## config.mk

```make
export PLATFORM = sky130hd
export DESIGN_NAME = cesb_top
export DESIGN_NICKNAME = d
export VERILOG_FILES = /design/src/hdl/cesb_pkg.sv /design/src/hdl/cesb_cnt_mem.sv /design/src/hdl/cesb_top.sv
export SDC_FILE = /design/constraint.sdc
export NUM_CORES = 1
export LEC_CHECK = 0
export BUFFER_PORTS_ARGS = -buffer_cell sky130_fd_sc_hd__buf_2
export CAP_MARGIN = 20
export CORE_MARGIN = 4
export CORE_UTILIZATION = 52
export DETAILED_ROUTE_END_ITERATION = 8
export PLACE_DENSITY_LB_ADDON = 0.2
export SLEW_MARGIN = 5
export SYNTH_ARGS = -nofsm -noshare
export SYNTH_HDL_FRONTEND = slang
export SYNTH_HIERARCHICAL = 1
export SYNTH_SLANG_ARGS = --single-unit
```

## constraint.sdc

```tcl
create_clock -name I_CORE_CLK -period 2.6 [get_ports I_CORE_CLK]
set_clock_uncertainty 0.05 [all_clocks]
set_input_delay 0.13 -clock I_CORE_CLK [delete_from_list [all_inputs] [get_ports I_CORE_CLK]]
set_output_delay 0.13 -clock I_CORE_CLK [all_outputs]
set_load 0.005 [all_outputs]
```

## src/hdl/cesb_pkg.sv

```systemverilog
// Constants and types shared by the control endpoint status block
package cesb_pkg;

   localparam int unsigned AXI_ADDR_W   = 20;
   localparam int unsigned AXI_DATA_W   = 32;
   localparam int unsigned REG_W        = 8;
   localparam int unsigned BULK_EPS     = 4;
   localparam int unsigned BULK_IDX_W   = 2;
   localparam int unsigned WLEN_W       = 16;
   localparam int unsigned IDX_W        = 16;
   localparam int unsigned ADDR_LSB     = 2;
   localparam int unsigned STRIDE_SHIFT = 2;

   // Register indices; the byte address on the bus is four times the index
   localparam logic [IDX_W-1:0] IDX_EP0_COUNT_LOW = 16'hE68B;
   localparam logic [IDX_W-1:0] IDX_BULK_A        = 16'hE691;
   localparam logic [IDX_W-1:0] IDX_BULK_B        = 16'hE695;
   localparam logic [IDX_W-1:0] IDX_BULK_C        = 16'hE699;
   localparam logic [IDX_W-1:0] IDX_BULK_D        = 16'hE69D;
   localparam logic [IDX_W-1:0] IDX_CTRL_STATUS   = 16'hE6A0;

   // Field positions and reset value of the control endpoint status register
   localparam int unsigned HOLD_BIT  = 7;
   localparam int unsigned BUSY_BIT  = 1;
   localparam int unsigned STALL_BIT = 0;
   localparam logic [REG_W-1:0] CTRL_STATUS_RST = 8'h80;

   localparam logic [1:0] RESP_OKAY   = 2'h0;
   localparam logic [1:0] RESP_SLVERR = 2'h2;

   typedef enum logic [1:0] {
      PID_ACK   = 2'h0,
      PID_NAK   = 2'h1,
      PID_STALL = 2'h2,
      PID_DATA  = 2'h3
   } cesb_pid_t;

   typedef enum logic [3:0] {
      ST_IDLE     = 4'h1,
      ST_DATA_IN  = 4'h2,
      ST_DATA_OUT = 4'h4,
      ST_STATUS   = 4'h8
   } cesb_stage_t;

   typedef enum logic [1:0] {
      SEL_NONE      = 2'h0,
      SEL_EP0_COUNT = 2'h1,
      SEL_BULK      = 2'h2,
      SEL_STATUS    = 2'h3
   } cesb_sel_kind_t;

   typedef struct packed {
      cesb_sel_kind_t        kind;
      logic [BULK_IDX_W-1:0] bulk;
   } cesb_sel_t;

   // Token events from the serial engine, one-cycle pulses
   typedef struct packed {
      logic              setup;
      logic              in_tok;
      logic              out_tok;
      logic              dir_in;
      logic [WLEN_W-1:0] wlength;
   } cesb_tok_t;

   typedef struct packed {
      logic              valid;
      cesb_pid_t         pid;
      logic [WLEN_W-1:0] length;
   } cesb_hs_t;

endpackage

```

## src/hdl/cesb_cnt_mem.sv

```systemverilog
// Small register-file memory holding the bulk endpoint low byte counts
`timescale 1ns/1ns
module cesb_cnt_mem #(
   parameter int unsigned WIDTH = 8,
   parameter int unsigned DEPTH = 4,
   parameter int unsigned AW    = 2
) (
   input  wire logic             i_clk,
   input  wire logic             i_we,
   input  wire logic [AW-1:0]    i_waddr,
   input  wire logic [WIDTH-1:0] i_wdata,
   input  wire logic             i_re,
   input  wire logic [AW-1:0]    i_raddr,
   output logic      [WIDTH-1:0] o_rdata
);

   logic [WIDTH-1:0] mem_q [DEPTH];

   // No reset: the counts are undefined until software loads them
   always_ff @(posedge i_clk) begin
      if (i_we) begin
         mem_q[i_waddr] <= i_wdata;
      end
   end

   // Read data hold between reads so a stalled bus answer stays stable
   always_ff @(posedge i_clk) begin
      if (i_re) begin
         o_rdata <= mem_q[i_raddr];
      end
   end

endmodule // cesb_cnt_mem

```

## src/hdl/cesb_top.sv

```systemverilog
// Control endpoint status, handshake reply and byte count registers
// Overview of operation
// - Each of the four bulk endpoints has a readable and writable eight-bit low byte count register.
// - The status stage is an empty packet opposite to the data stage, or an IN without data stage (the code also takes an OUT), answered ACK, NAK or STALL.
// - While the handshake hold bit 7 is set the status stage is not acknowledged.
// - Writing one to the handshake hold bit clears it, after which the status stage is acknowledged.
// - The busy flag at bit 1 is read only and is cleared when a SETUP token arrives.
// - Writing the control endpoint low byte count sets the busy flag.
// - The stall bit at bit 0 is read and write, set by writing one and cleared when a SETUP token arrives.
// - While stall is one every IN or OUT token is answered with STALL in data or handshake phase.
// - After reset the status register reads hold one, busy and stall zero.
// - A control IN reply carries the smaller of wLength and the loaded byte count.
//
// The implementer's own choice: the AXI4-Lite register port.
`timescale 1ns/1ns
module cesb_top (
   input  wire logic                             I_CORE_CLK,
   input  wire logic                             I_RST,
   input  wire logic [cesb_pkg::AXI_ADDR_W-1:0]  I_AWADDR,
   input  wire logic                             I_AWVALID,
   output logic                                  O_AWREADY,
   input  wire logic [cesb_pkg::AXI_DATA_W-1:0]  I_WDATA,
   input  wire logic [3:0]                       I_WSTRB,
   input  wire logic                             I_WVALID,
   output logic                                  O_WREADY,
   output logic [1:0]                            O_BRESP,
   output logic                                  O_BVALID,
   input  wire logic                             I_BREADY,
   input  wire logic [cesb_pkg::AXI_ADDR_W-1:0]  I_ARADDR,
   input  wire logic                             I_ARVALID,
   output logic                                  O_ARREADY,
   output logic [cesb_pkg::AXI_DATA_W-1:0]       O_RDATA,
   output logic [1:0]                            O_RRESP,
   output logic                                  O_RVALID,
   input  wire logic                             I_RREADY,
   input  wire cesb_pkg::cesb_tok_t              I_TOKEN,
   output cesb_pkg::cesb_hs_t                    O_HANDSHAKE
);
   import cesb_pkg::*;

   function automatic cesb_sel_t decode_addr(input logic [AXI_ADDR_W-1:0] addr);
      logic [IDX_W-1:0] idx;
      logic [IDX_W-1:0] off;
      cesb_sel_t        sel;
      idx      = addr[ADDR_LSB+IDX_W-1:ADDR_LSB];
      off      = idx - IDX_BULK_A;
      sel.kind = SEL_NONE;
      sel.bulk = off[STRIDE_SHIFT+BULK_IDX_W-1:STRIDE_SHIFT];
      if (addr[AXI_ADDR_W-1:ADDR_LSB+IDX_W] != '0 || addr[ADDR_LSB-1:0] != '0) begin
         sel.kind = SEL_NONE;
      end else if (idx == IDX_EP0_COUNT_LOW) begin
         sel.kind = SEL_EP0_COUNT;
      end else if (idx == IDX_CTRL_STATUS) begin
         sel.kind = SEL_STATUS;
      end else if (idx >= IDX_BULK_A && idx <= IDX_BULK_D && off[STRIDE_SHIFT-1:0] == '0) begin
         sel.kind = SEL_BULK;
      end
      return sel;
   endfunction

   function automatic logic [WLEN_W-1:0] min_len(input logic [WLEN_W-1:0] a, input logic [WLEN_W-1:0] b);
      return (a < b) ? a : b;
   endfunction

   // Bus write side
   logic                  aw_held_q;
   logic [AXI_ADDR_W-1:0] awaddr_q;
   logic                  w_held_q;
   logic [REG_W-1:0]      wdata_q;
   logic                  wlane_q;
   logic                  bvalid_q;
   logic [1:0]            bresp_q;
   // Bus read side
   logic                  rvalid_q;
   logic [1:0]            rresp_q;
   logic                  rd_bulk_q;
   logic [REG_W-1:0]      rd_local_q;
   logic [REG_W-1:0]      mem_rdata;
   // Endpoint state
   logic                  hold_q;
   logic                  hold_d;
   logic                  busy_q;
   logic                  busy_d;
   logic                  stall_q;
   logic                  stall_d;
   logic [REG_W-1:0]      count_q;
   logic [WLEN_W-1:0]     wlen_q;
   cesb_stage_t           stage_q;
   cesb_stage_t           stage_d;
   cesb_hs_t              hs_q;

   wire cesb_sel_t        wr_sel    = decode_addr(awaddr_q);
   wire cesb_sel_t        rd_sel    = decode_addr(I_ARADDR);
   wire                   aw_take   = I_AWVALID & O_AWREADY;
   wire                   w_take    = I_WVALID & O_WREADY;
   wire                   ar_take   = I_ARVALID & O_ARREADY;
   wire                   do_write  = aw_held_q & w_held_q & ~bvalid_q;
   wire                   wr_effect = do_write & wlane_q;
   wire                   cs_wr     = wr_effect & (wr_sel.kind == SEL_STATUS);
   wire                   cnt_wr    = wr_effect & (wr_sel.kind == SEL_EP0_COUNT);
   wire                   bulk_wr   = wr_effect & (wr_sel.kind == SEL_BULK);
   wire                   hold_clr  = cs_wr & wdata_q[HOLD_BIT];
   wire [REG_W-1:0]       cs_value  = {hold_q, {(HOLD_BIT-BUSY_BIT-1){1'b0}}, busy_q, stall_q};

   assign O_AWREADY = ~aw_held_q & ~bvalid_q;
   assign O_WREADY  = ~w_held_q & ~bvalid_q;
   assign O_BVALID  = bvalid_q;
   assign O_BRESP   = bresp_q;
   assign O_ARREADY = ~rvalid_q;
   assign O_RVALID  = rvalid_q;
   assign O_RRESP   = rresp_q;
   assign O_RDATA   = {{(AXI_DATA_W-REG_W){1'b0}}, rd_bulk_q ? mem_rdata : rd_local_q};
   assign O_HANDSHAKE = hs_q;

   // Address and data are parked separately so the master may offer them in either order
   always_ff @(posedge I_CORE_CLK) begin
      if (I_RST) begin
         aw_held_q <= 1'b0;
         w_held_q  <= 1'b0;
         bvalid_q  <= 1'b0;
      end else begin
         aw_held_q <= aw_take | (aw_held_q & ~do_write);
         w_held_q  <= w_take | (w_held_q & ~do_write);
         bvalid_q  <= do_write | (bvalid_q & ~I_BREADY);
      end
   end

   always_ff @(posedge I_CORE_CLK) begin
      if (I_RST) begin
         awaddr_q <= '0;
         wdata_q  <= '0;
         wlane_q  <= 1'b0;
         bresp_q  <= RESP_OKAY;
      end else begin
         if (aw_take) begin
            awaddr_q <= I_AWADDR;
         end
         if (w_take) begin
            wdata_q <= I_WDATA[REG_W-1:0];
            wlane_q <= I_WSTRB[0];
         end
         if (do_write) begin
            bresp_q <= (wr_sel.kind == SEL_NONE) ? RESP_SLVERR : RESP_OKAY;
         end
      end
   end

   // Status and count are captured at address time; bulk counts come from the memory register
   always_ff @(posedge I_CORE_CLK) begin
      if (I_RST) begin
         rvalid_q   <= 1'b0;
         rresp_q    <= RESP_OKAY;
         rd_bulk_q  <= 1'b0;
         rd_local_q <= '0;
      end else begin
         rvalid_q <= ar_take | (rvalid_q & ~I_RREADY);
         if (ar_take) begin
            rresp_q    <= (rd_sel.kind == SEL_NONE) ? RESP_SLVERR : RESP_OKAY;
            rd_bulk_q  <= (rd_sel.kind == SEL_BULK);
            rd_local_q <= (rd_sel.kind == SEL_STATUS)    ? cs_value :
                          (rd_sel.kind == SEL_EP0_COUNT) ? count_q  : '0;
         end
      end
   end

   // Bulk counts come out of the memory's output register, so reads keep the same one-cycle answer
   cesb_cnt_mem #(
      .WIDTH (REG_W),
      .DEPTH (BULK_EPS),
      .AW    (BULK_IDX_W)
   ) u_bulk_counts (
      .i_clk   (I_CORE_CLK),
      .i_we    (bulk_wr),
      .i_waddr (wr_sel.bulk),
      .i_wdata (wdata_q),
      .i_re    (ar_take & (rd_sel.kind == SEL_BULK)),
      .i_raddr (rd_sel.bulk),
      .o_rdata (mem_rdata)
   );

   // Token classification against the control transfer stage
   wire tok_any     = I_TOKEN.in_tok | I_TOKEN.out_tok;
   wire in_status   = (stage_q == ST_STATUS) |
                      ((stage_q == ST_DATA_IN) & I_TOKEN.out_tok) |
                      ((stage_q == ST_DATA_OUT) & I_TOKEN.in_tok);
   wire in_data_in  = (stage_q == ST_DATA_IN) & I_TOKEN.in_tok;
   wire in_data_out = (stage_q == ST_DATA_OUT) & I_TOKEN.out_tok;
   wire status_ack  = tok_any & in_status & ~hold_q & ~stall_q;
   wire data_taken  = tok_any & ~stall_q & busy_q & (in_data_in | in_data_out);
   wire [WLEN_W-1:0] len_min = min_len(wlen_q, {{(WLEN_W-REG_W){1'b0}}, count_q});

   // Stall outranks everything, so a stalled endpoint never NAKs a token
   wire cesb_pid_t reply_pid = stall_q                 ? PID_STALL :
                               in_status               ? (hold_q ? PID_NAK : PID_ACK) :
                               in_data_in  & busy_q    ? PID_DATA  :
                               in_data_out & busy_q    ? PID_ACK   : PID_NAK;

   // A fresh SETUP re-arms the hold so firmware can inspect each request
   assign hold_d  = I_TOKEN.setup ? 1'b1 : (hold_clr ? 1'b0 : hold_q);
   assign busy_d  = cnt_wr ? 1'b1 : ((I_TOKEN.setup | data_taken) ? 1'b0 : busy_q);
   assign stall_d = cs_wr ? wdata_q[STALL_BIT] : (I_TOKEN.setup ? 1'b0 : stall_q);

   // A zero request length skips the data stage and goes straight to status
   always_comb begin
      stage_d = stage_q;
      if (I_TOKEN.setup) begin
         if (I_TOKEN.wlength == '0) begin
            stage_d = ST_STATUS;
         end else if (I_TOKEN.dir_in) begin
            stage_d = ST_DATA_IN;
         end else begin
            stage_d = ST_DATA_OUT;
         end
      end else if (status_ack) begin
         stage_d = ST_IDLE;
      end
   end

   // Hold comes out of reset set, so no status stage completes before firmware runs
   always_ff @(posedge I_CORE_CLK) begin
      if (I_RST) begin
         hold_q  <= CTRL_STATUS_RST[HOLD_BIT];
         busy_q  <= CTRL_STATUS_RST[BUSY_BIT];
         stall_q <= CTRL_STATUS_RST[STALL_BIT];
         stage_q <= ST_IDLE;
      end else begin
         hold_q  <= hold_d;
         busy_q  <= busy_d;
         stall_q <= stall_d;
         stage_q <= stage_d;
      end
   end

   // Only the low count is kept; it limits the IN reply length
   always_ff @(posedge I_CORE_CLK) begin
      if (I_RST) begin
         count_q <= '0;
         wlen_q  <= '0;
      end else begin
         if (cnt_wr) begin
            count_q <= wdata_q;
         end
         if (I_TOKEN.setup) begin
            wlen_q <= I_TOKEN.wlength;
         end
      end
   end

   // Registered reply trails its token by exactly one cycle
   always_ff @(posedge I_CORE_CLK) begin
      if (I_RST) begin
         hs_q <= '0;
      end else begin
         hs_q.valid  <= tok_any & ~I_TOKEN.setup;
         hs_q.pid    <= reply_pid;
         hs_q.length <= (reply_pid == PID_DATA) ? len_min : '0;
      end
   end

   wire tok_ok = tok_any & ~I_TOKEN.setup;
endmodule // cesb_top

```

# Word level (Yosys, flattened, before mapping)

Memory sizes are Yosys's and may differ from the RTL's. A register that Yosys moved wholly into a read port is not among the register bits.
Cells that the tools add are included.

Memories: 1
RAM bits: 32
Bits of input ports: 103
Logic and storage cells: 144
Register bits after elaboration: 96

Magnitude comparators: 5
Mux-type cells: 29
$add $sub $neg: 2
Bitwise logic cells: 51
Equal/unequal tests: 14
Reductions and logical operators: 21

Memories:

| memory              | depth | bits a word | read ports | clocked after memory_dff | write ports | RTL line           | text |
|---|---|---|---|---|---|---|---|
| u_bulk_counts.mem_q | 4     | 8           | 1          | 1                        | 1           | cesb_cnt_mem.sv:17 | `logic [WIDTH-1:0] mem_q [DEPTH];` |

Operator list:

| cell                                             | count |
|---|---|
| == test 16 bit, second input constant            | 4 |
| >= comparator 16 bit, second input constant      | 2 |
| <= comparator 16 bit, second input constant      | 2 |
| 2-to-1 mux 8 bit                                 | 4 |
| bitwise AND 1 bit                                | 30 |
| 2-to-1 mux 2 bit                                 | 13 |
| logical NOT 16 bit                               | 1 |
| less-than comparator 16 x 8 -> 1 bit             | 1 |
| nonzero test 2 bit                               | 7 |
| 2-to-1 mux 4 bit                                 | 3 |
| NOT 1 bit                                        | 12 |
| == test 2 bit, second input constant             | 5 |
| bitwise OR 1 bit                                 | 9 |
| logical NOT 2 bit                                | 4 |
| 2-to-1 mux 1 bit                                 | 8 |
| subtractor 4 x 1 -> 4 bit, second input constant | 2 |
| == test 2 x 1 -> 1 bit, second input constant    | 2 |
| == test 4 x 2 -> 1 bit, second input constant    | 1 |
| == test 4 x 3 -> 1 bit, second input constant    | 1 |
| == test 4 bit, second input constant             | 1 |
| logical AND 1 bit                                | 4 |
| OR reduction 2 bit                               | 2 |
| 2-to-1 mux 3 bit                                 | 1 |
| OR reduction 3 bit                               | 1 |
| logical OR 1 bit                                 | 2 |

# Depth between registers and ports, before layout

Gate-level depths: netlist of run 1.

Depth in word-level cells: 11
Gate-level depth with buffers: 8
Mapped depth without buffers: 7

# By module

Netlist of run 1, hierarchy kept.

Modules (own cells, without submodules):

| module       | instances | cells each | area an instance (um2) |
|---|---|---|---|
| cesb_top     | 1         | 473        | 4144.0 |
| cesb_cnt_mem | 1         | 54         | 1428.9 |

# Worst setup path before layout of run 1

Ideal clock, no wire load.

Path type: register to register
From: register awaddr_q[2]
To: memory u_bulk_counts.mem_q[0][0], enable pin
Setup slack: 0.280 ns
Arrival time: 1.884 ns
Stages on the path, launching flop included: 6
Period minus slack after synthesis: 2.320 ns
Data required time: 2.165 ns
Setup time: 0.385 ns
Cells stage by stage: dfxtp_1 -> nand4bb_1 -> a31o_2 -> a21o_1 -> nor3_1 -> nor3b_1

Longest elaborated chain between the ends: 11

RTL lines:

| what                                                          | RTL line           | text |
|---|---|---|
| start: declaration                                            | cesb_top.sv:67     | `logic [AXI_ADDR_W-1:0] awaddr_q;` |
| start signal: assignment                                      | cesb_top.sv:130    | `awaddr_q <= '0;` |
| start signal: assignment                                      | cesb_top.sv:136    | `awaddr_q <= I_AWADDR;` |
| >= comparator 16 bit (tied with other cells)                  | cesb_top.sv:55     | `end else if (idx >= IDX_BULK_A && idx <= IDX_BULK_D && off[STRIDE_SHIFT-1:0] == '0) begin` |
| logical AND 1 bit / logical NOT 2 bit (equally long branches) | cesb_top.sv:55     |  |
| logical AND 1 bit                                             | cesb_top.sv:55     |  |
| 2-to-1 mux 2 bit                                              | cesb_top.sv:55     |  |
| 2-to-1 mux 2 bit                                              | cesb_top.sv:53     | `end else if (idx == IDX_CTRL_STATUS) begin` |
| 2-to-1 mux 2 bit *                                            | cesb_top.sv:51     | `end else if (idx == IDX_EP0_COUNT_LOW) begin` |
| 2-to-1 mux 2 bit *                                            | cesb_top.sv:49     | `if (addr[AXI_ADDR_W-1:ADDR_LSB+IDX_W] != '0 \|\| addr[ADDR_LSB-1:0] != '0) begin` |
| == test 2 bit *                                               | cesb_top.sv:101    | `wire bulk_wr = wr_effect & (wr_sel.kind == SEL_BULK);` |
| bitwise AND 1 bit *                                           | cesb_top.sv:101    |  |
| via bulk_wr                                                   | cesb_top.sv:101    |  |
| 2-to-1 mux 1 bit *                                            | cesb_cnt_mem.sv:21 | `if (i_we) begin` |
| 2-to-1 mux 1 bit (not written as such) *                      | cesb_cnt_mem.sv:22 | `mem_q[i_waddr] <= i_wdata;` |
| end: declaration                                              | cesb_cnt_mem.sv:17 |  |

Mark *: on every way through the listed nets, which the timed path passes. The rest lies on a longest branch.

# Worst setup path in the final report of run 1

From: register awaddr_q[19]
To: memory u_bulk_counts.mem_q[1][2], enable pin

Longest elaborated chain between the ends: 7

RTL lines:

| what                                   | RTL line |
|---|---|
| nonzero test 2 bit                     | cesb_top.sv:49 |
| logical OR 1 bit                       | cesb_top.sv:49 |
| 2-to-1 mux 2 bit                       | cesb_top.sv:49 |
| == test 2 bit                          | cesb_top.sv:101 |
| bitwise AND 1 bit                      | cesb_top.sv:101 |
| via bulk_wr                            | cesb_top.sv:101 |
| 2-to-1 mux 1 bit                       | cesb_cnt_mem.sv:21 |
| 2-to-1 mux 1 bit (not written as such) | cesb_cnt_mem.sv:22 |

The timed path passes the listed nets, and every way through them passes these cells.

==> flow_metrics.tcl, run 1 <==
set metrics [dict create \
    slew_viol_final 0 \
    cts-root-buf "clkbuf_8" \
    regToRegSetupSlack_ns 0.40 \
    setup_tns_ns 0 \
    arrival_ns 2.32 \
    leakage_nw 2.96 \
    worst_pin_slew_ns 0.656 \
    mostFrequentLayoutCells "109 x buf_2, 94 x dfxtp_1, 77 x nand2_1" \
    grt_pass1_wl_um 20400 \
    cts_tree "built" \
    synthArstFlopShare_pct 0 \
    synth-seq-cells 134 \
    p_per_area_mw_per_mm2 671 \
    yosys_warnings 6 \
    coreArea_mm2 0.0104 \
    rr_worst_depth 5 \
    routedWlPerCell_um 14.3 \
    startpoint "awaddr_q[19]" \
    layout_min_cycle_time_ns 2.20 \
    drv_cap 0 \
    hp-class "input pin to flip-flop" \
    drtPass1Iterations 5 \
    finalSetupViolCount 0 \
    antenna_found_initial 0 \
    crit_type "flip-flop to flip-flop" \
    syn_to_final_growth_pct 30.4 \
    place_ws_ns 0.371 \
    die_w_um 112 \
    finalHoldViolations 0 \
    drc 0 \
    port-buffer-count 109 \
    yosys.area.top_type "dfxtp_1" \
    hold-path-endpoint "O_RRESP[1]" \
    report.power.total_mw 4.88 \
    wl_um 12100 \
    status "finished, final reports clean" \
    final_util_pct 70.1 \
    synth_top_area_share_pct 33.8 \
    clk_pin_slew_ns 0.06 \
    r2r_start "awaddr_q[19]" \
    synth_edf_count 40 \
    place_hpwl_um 8200 \
    cp_max_fo 8 \
    vdd_drop_max_v 0.000459 \
    ys_seq_area_share_pct 55.3 \
    num_antenna_cells 0 \
    rsz0062_at_grt "false" \
    multiInputGateArea_mm2 0.00227 \
    yosysUniqueCellTypes 57 \
    n_fill_cell 781 \
    cp-end-kind "flip-flop" \
    cts_made_buffers 17 \
    fin_ws_ns 0.398 \
    r2r-end "u_bulk_counts/mem_q[1][2]" \
    drive_gt1_share_pct 23.5 \
    hp-start "I_ARADDR[6]" \
    gp_congestion 0.832 \
    syn_inst 527 \
    clk_latency_ns 0.52 \
    rows 37 \
    fp.dieH_um 112 \
    grt_overflow 0 \
    post_cts_buffers 0 \
    mostFrequentLayoutCell "buf_2" \
    worstPathRequired_ns 2.72 \
    drt_iter0_markers 244 \
    htreeDepth 4 \
    fmax_mhz 454 \
    start_util_pct 53.7 \
    holdPathStages 4 \
    cp-start-kind "flip-flop" \
    grt_pass1_vias 4329 \
    clockBufferDepth 2 \
    fin_crit_sh_pct 84.7 \
    io_pins 163 \
    ant_nets 0 \
    synth_area_mm2 0.00557 \
    synth_area_leaders "dfxtp_1 34%, edfxtp_1 22%, mux2i_1 5.7%" \
    grt_max_degree 35 \
    final_nets 812 \
    final-seq-area_mm2 0.00308 \
    syn_avg_cell_area_um2 10.6 \
    cts_sinks 134 \
    die-area_mm2 0.0124 \
    track_usage_pct 20.3 \
    num_vias 4383 \
    synthFlopType "dfxtp_1" \
    relSlewSlack_pct 56.3 \
    drt-vias-per-instance 5.15 \
]
synth_stat cells, drive strengths merged, types with 5 or more instances:
cell / n
nand3: 7
a211oi: 5
mux2: 8
nand2: 77
ha: 7
clkbuf: 12
inv: 11
edfxtp: 40
buf: 37
nor2: 56
dfxtp: 94
a21oi: 45
mux4: 8
nor4: 6
mux2i: 32
nor3: 12
worst max path at each step:
| stage | endpoint | cells past startpoint |
|---|---|---|
| finish | u_bulk_counts/mem_q[1][2] | 5 |
| global route | u_bulk_counts/mem_q[1][2] | 5 |
| CTS | u_bulk_counts/mem_q[1][2] | 5 |
| detailed placement | u_bulk_counts/mem_q[1][4] | 5 |
| global placement | u_bulk_counts/mem_q[2][4] | 5 |
| floorplan | u_bulk_counts/mem_q[0][0] | 5 |
logic make-up (layout without fill, tap and decap cells):
logic type | Yosys count | after routing | synth area share, %
other cells | 1 | 34 | 0.0673
mux | 48 | 48 | 10.6
compound gates | 74 | 74 | 8.22
simple gates | 199 | 199 | 17.4
buf+inv | 60 | 215 | 6.15
xor+xnor | 4 | 4 | 0.629
flops | 134 | 134 | 55.3
fa+ha+maj | 7 | 7 | 1.57
repair_timing:
| action | in CTS | in global routing |
|---|---|---|
| hold buffers | 57 | 0 |
| resized for setup | 0 | 0 |
| hold endpoints to repair | 52 | 0 |
per-layer routing:
metal	up-vias	track usage [%]	wire, um
li1	2156	-	-
met4	0	7.70	299
met2	163	33.3	5890
met3	26	6.47	833
met1	2038	25.1	5110
met5	-	0	0
sequential cells by signal, summed over array words and instances (netlist names):
name,flops
hold_q,1
O_RRESP,1
wdata_q,8
stall_q,1
rd_bulk_q,1
aw_held_q,1
u_bulk_counts/mem_q,32
u_bulk_counts/o_rdata,8
O_BVALID,1
awaddr_q,20
wlen_q,16
O_RVALID,1
busy_q,1
count_q,8
w_held_q,1
rd_local_q,8
O_BRESP,1
O_HANDSHAKE,19
wlane_q,1
stage_q,4
final cells by class:
cell class                 instances  share of cell area [%]
multi-input combinational        366                    31.2
inverter                          11                   0.568
sequential                       134                    42.4
tap                              136                    2.34
clock inverter                     9                    1.05
clock buffer                      23                    6.42
timing repair buffer             172                    16.0
worst max-delay path: stages (launching register included):
cell     delay [ns]
dfxtp_1        0.31
nor4_1         0.29
nand4_1        0.22
a21o_1         0.22
nor3_1         0.28
and3b_1        0.48
power breakdown:
group	leakage [nW]	switching [mW]	internal [mW]	total [mW]
sequential	1.12	0.0582	2.22	2.28
clock	0.268	0.825	1.33	2.16
combinational	1.57	0.213	0.224	0.438
total	2.96	1.10	3.78	4.88
through the flow:
stage / cell area (um2) / hold slack [ns] / cells
finish: 7270 / 0.0232 / 851
global route: 7270 / 0.0581 / 851
CTS: 7270 / 0.00111 / 851
detailed placement: 6160 / 0.272 / 762
global placement: 6160 / 0.268 / 762
floorplan: 5700 / 0.168 / 560
No activity file was read; power rests on OpenSTA's default activity.
==> run 2: changes to the inputs <==
--- a/config.mk
+++ b/config.mk
@@ -8,7 +8,7 @@
 export BUFFER_PORTS_ARGS = -buffer_cell sky130_fd_sc_hd__buf_2
 export CAP_MARGIN = 20
 export CORE_MARGIN = 4
-export CORE_UTILIZATION = 52
+export CORE_UTILIZATION = 47
 export DETAILED_ROUTE_END_ITERATION = 8
 export PLACE_DENSITY_LB_ADDON = 0.2
 export SLEW_MARGIN = 5
==> constraint.sdc (replaced) <==
create_clock -name I_CORE_CLK -period 1.88 [get_ports I_CORE_CLK]
set_clock_uncertainty 0.05 [all_clocks]
set_input_delay 0.094 -clock I_CORE_CLK [delete_from_list [all_inputs] [get_ports I_CORE_CLK]]
set_output_delay 0.094 -clock I_CORE_CLK [all_outputs]
set_load 0.005 [all_outputs]
==> run 2 against run 1 <==
Highest routed layer unchanged. Non-clock buffer count increased by 29. First-iteration DRC count decreased by 17%. Final cell count increased by 4.2%. Clock power increased by 50%. Sequential share of layout area decreased by 2.3 points. Worst setup slack got worse by 0.47 ns. Global-route usage decreased by 0.050 points. Sequential power increased by 39%. Critical path type unchanged. Combinational power increased by 53%. The flow now finishes with violations (setup timing).
==> flow_metrics.tcl, run 2 (synthesis gave the netlist of run 1 again) <==
set metrics [dict create \
    drv_cap 0 \
    num_vias 4449 \
    cts_tree "built" \
    ant_nets 0 \
    violations "setup timing" \
    status "finished with violations" \
    post_cts_buffers 0 \
    drt-vias-per-instance 5.02 \
    hp-start "I_ARADDR[6]" \
    path_buf_inv 1 \
    startpoint "awaddr_q[3]" \
    cts_sinks 134 \
    largest_reg_flops 32 \
    die_w_um 117 \
    final_util_pct 67.0 \
    port-buffer-count 109 \
    place_hpwl_um 8990 \
    cp_max_fo 8 \
    holdPathStages 4 \
    clockBufferDepth 2 \
    final_nets 841 \
    gp_congestion 0.871 \
    place_area_mm2 0.00647 \
    crit_family "simple AND/OR/NAND/NOR gates" \
    relSlewSlack_pct 55.3 \
    io_pins 163 \
    dp_cells 801 \
    worstPathCellList "nand4bb_1 -> a31o_2 -> a21o_1 -> nor3_4 -> nor3b_4 -> buf_12" \
    fin_crit_sh_pct 104 \
    grt_pass1_wl_um 21400 \
    cp_slowest_stage_delay_ns 0.34 \
    grt_pass1_vias 4461 \
    hold-worst-slack_ns 0.129 \
    fmax_mhz 512 \
    drive_gt1_share_pct 30.8 \
    rr_worst_depth 6 \
    fp.dieH_um 117 \
    grt_max_degree 26 \
    cts-root-buf "clkbuf_16" \
    p_per_area_mw_per_mm2 915 \
    regToRegSetupSlack_ns -0.07 \
    wl_um 13600 \
    mostFrequentLayoutCells "109 x buf_2, 85 x dfxtp_1, 76 x nand2_1" \
    r2r_start "awaddr_q[3]" \
    num_antenna_cells 0 \
    drtPass1Iterations 5 \
    cp-start-kind "flip-flop" \
    clk_pin_slew_ns 0.06 \
    r2r-end "u_bulk_counts/mem_q[0][0]" \
    mostFrequentLayoutCell "buf_2" \
    drc 0 \
    rsz0062_at_grt "true" \
    grt_overflow 0 \
    cts_made_buffers 17 \
    syn_to_final_growth_pct 38.5 \
    regMostFlops "u_bulk_counts/mem_q" \
    finalSetupViolCount 32 \
    drt_iter0_markers 203 \
    vdd_drop_max_v 0.000584 \
    cp-end-kind "flip-flop" \
    instances_no_fill 887 \
    start_util_pct 48.4 \
    worst_pin_slew_ns 0.670 \
    slew_viol_final 0 \
    routedWlPerCell_um 15.4 \
    setup_tns_ns -0.870 \
    hp-class "input pin to flip-flop" \
    rows 39 \
    layout_min_cycle_time_ns 1.95 \
    arrival_ns 2.03 \
    fin_ws_ns -0.0726 \
    leakage_nw 3.16 \
    clk_latency_ns 0.41 \
    fin_area_mm2 0.00772 \
    htreeDepth 4 \
    crit_type "flip-flop to flip-flop" \
    die-area_mm2 0.0137 \
    worstPathRequired_ns 1.95 \
    coreArea_mm2 0.0115 \
    finalHoldViolations 0 \
    antenna_found_initial 0 \
    crit_slowest_cell "dfxtp_2" \
    hold-path-endpoint "O_RRESP[1]" \
    track_usage_pct 20.2 \
]
-- run 2: cell types whose count changed in the layout (fill, tap and decap cells not counted), moves of 3 or more --
cell / previous run / this run
dfxtp_1: 94 / 85
clkbuf_8: 4 / 0
clkbuf_16: 16 / 19
buf_4: 6 / 33
buf_12: 0 / 3
ha_4: 0 / 3
ha_1: 7 / 4
dlygate4sd3_1: 57 / 53
dfxtp_2: 0 / 9
-- run 2: repair_timing --
item	CTS	global route
resized for setup	5	22
hold endpoints to repair	51	0
pin swaps	4	6
hold buffers	53	0
gates cloned	0	1
setup endpoints to repair	39	50
-- run 2: report_power, final --
group	total (mW)	switching [mW]	leakage (nW)	internal, mW
sequential	3.16	0.0829	1.12	3.07
combinational	0.668	0.322	1.76	0.346
clock	3.24	1.22	0.277	2.02
total	7.07	1.62	3.16	5.44
-- run 2: stage by stage --
step	setup slack (ns)	power [mW]
6_report	-0.0726	7.07
5_1_grt	-0.153	7.33
4_1_cts	-0.0359	7.07
3_5_place_dp	-0.0621	3.76
3_3_place_gp	-0.0382	3.74
2_1_floorplan	-0.000158	3.57
-- run 2: metal layers --
layer | global-route usage (%) | wire, um
met1 | 24.4 | 5740
met3 | 6.12 | 875
met4 | 6.73 | 303
met5 | 0 | 0
met2 | 34.6 | 6720
-- run 2: cell type report --
| type | count | area, um2 |
|---|---|---|
| timing repair buffer | 201 | 1430 |
| inverter | 11 | 41.3 |
| clock inverter | 12 | 128 |
| fill | 869 | 3790 |
| clock buffer | 20 | 458 |
| sequential | 134 | 3090 |
| tap | 143 | 179 |
| multi-input combinational | 366 | 2390 |
-- run 2: worst max path at each step --
stage / end / slack (ns) / cells past startpoint
6_report: u_bulk_counts/mem_q[0][0] / -0.07 / 6
5_1_grt: u_bulk_counts/mem_q[0][6] / -0.15 / 6
4_1_cts: u_bulk_counts/mem_q[0][0] / -0.04 / 6
3_5_place_dp: u_bulk_counts/mem_q[0][4] / -0.06 / 6
3_3_place_gp: u_bulk_counts/mem_q[0][5] / -0.04 / 6
2_1_floorplan: u_bulk_counts/mem_q[0][0] / -0.0002 / 5
-- run 2: worst register-to-register path: stages (launching register included) --
cell	delay, ns
dfxtp_2	0.34
nand4bb_1	0.17
a31o_2	0.24
a21o_1	0.22
nor3_4	0.22
nor3b_4	0.26
buf_12	0.15
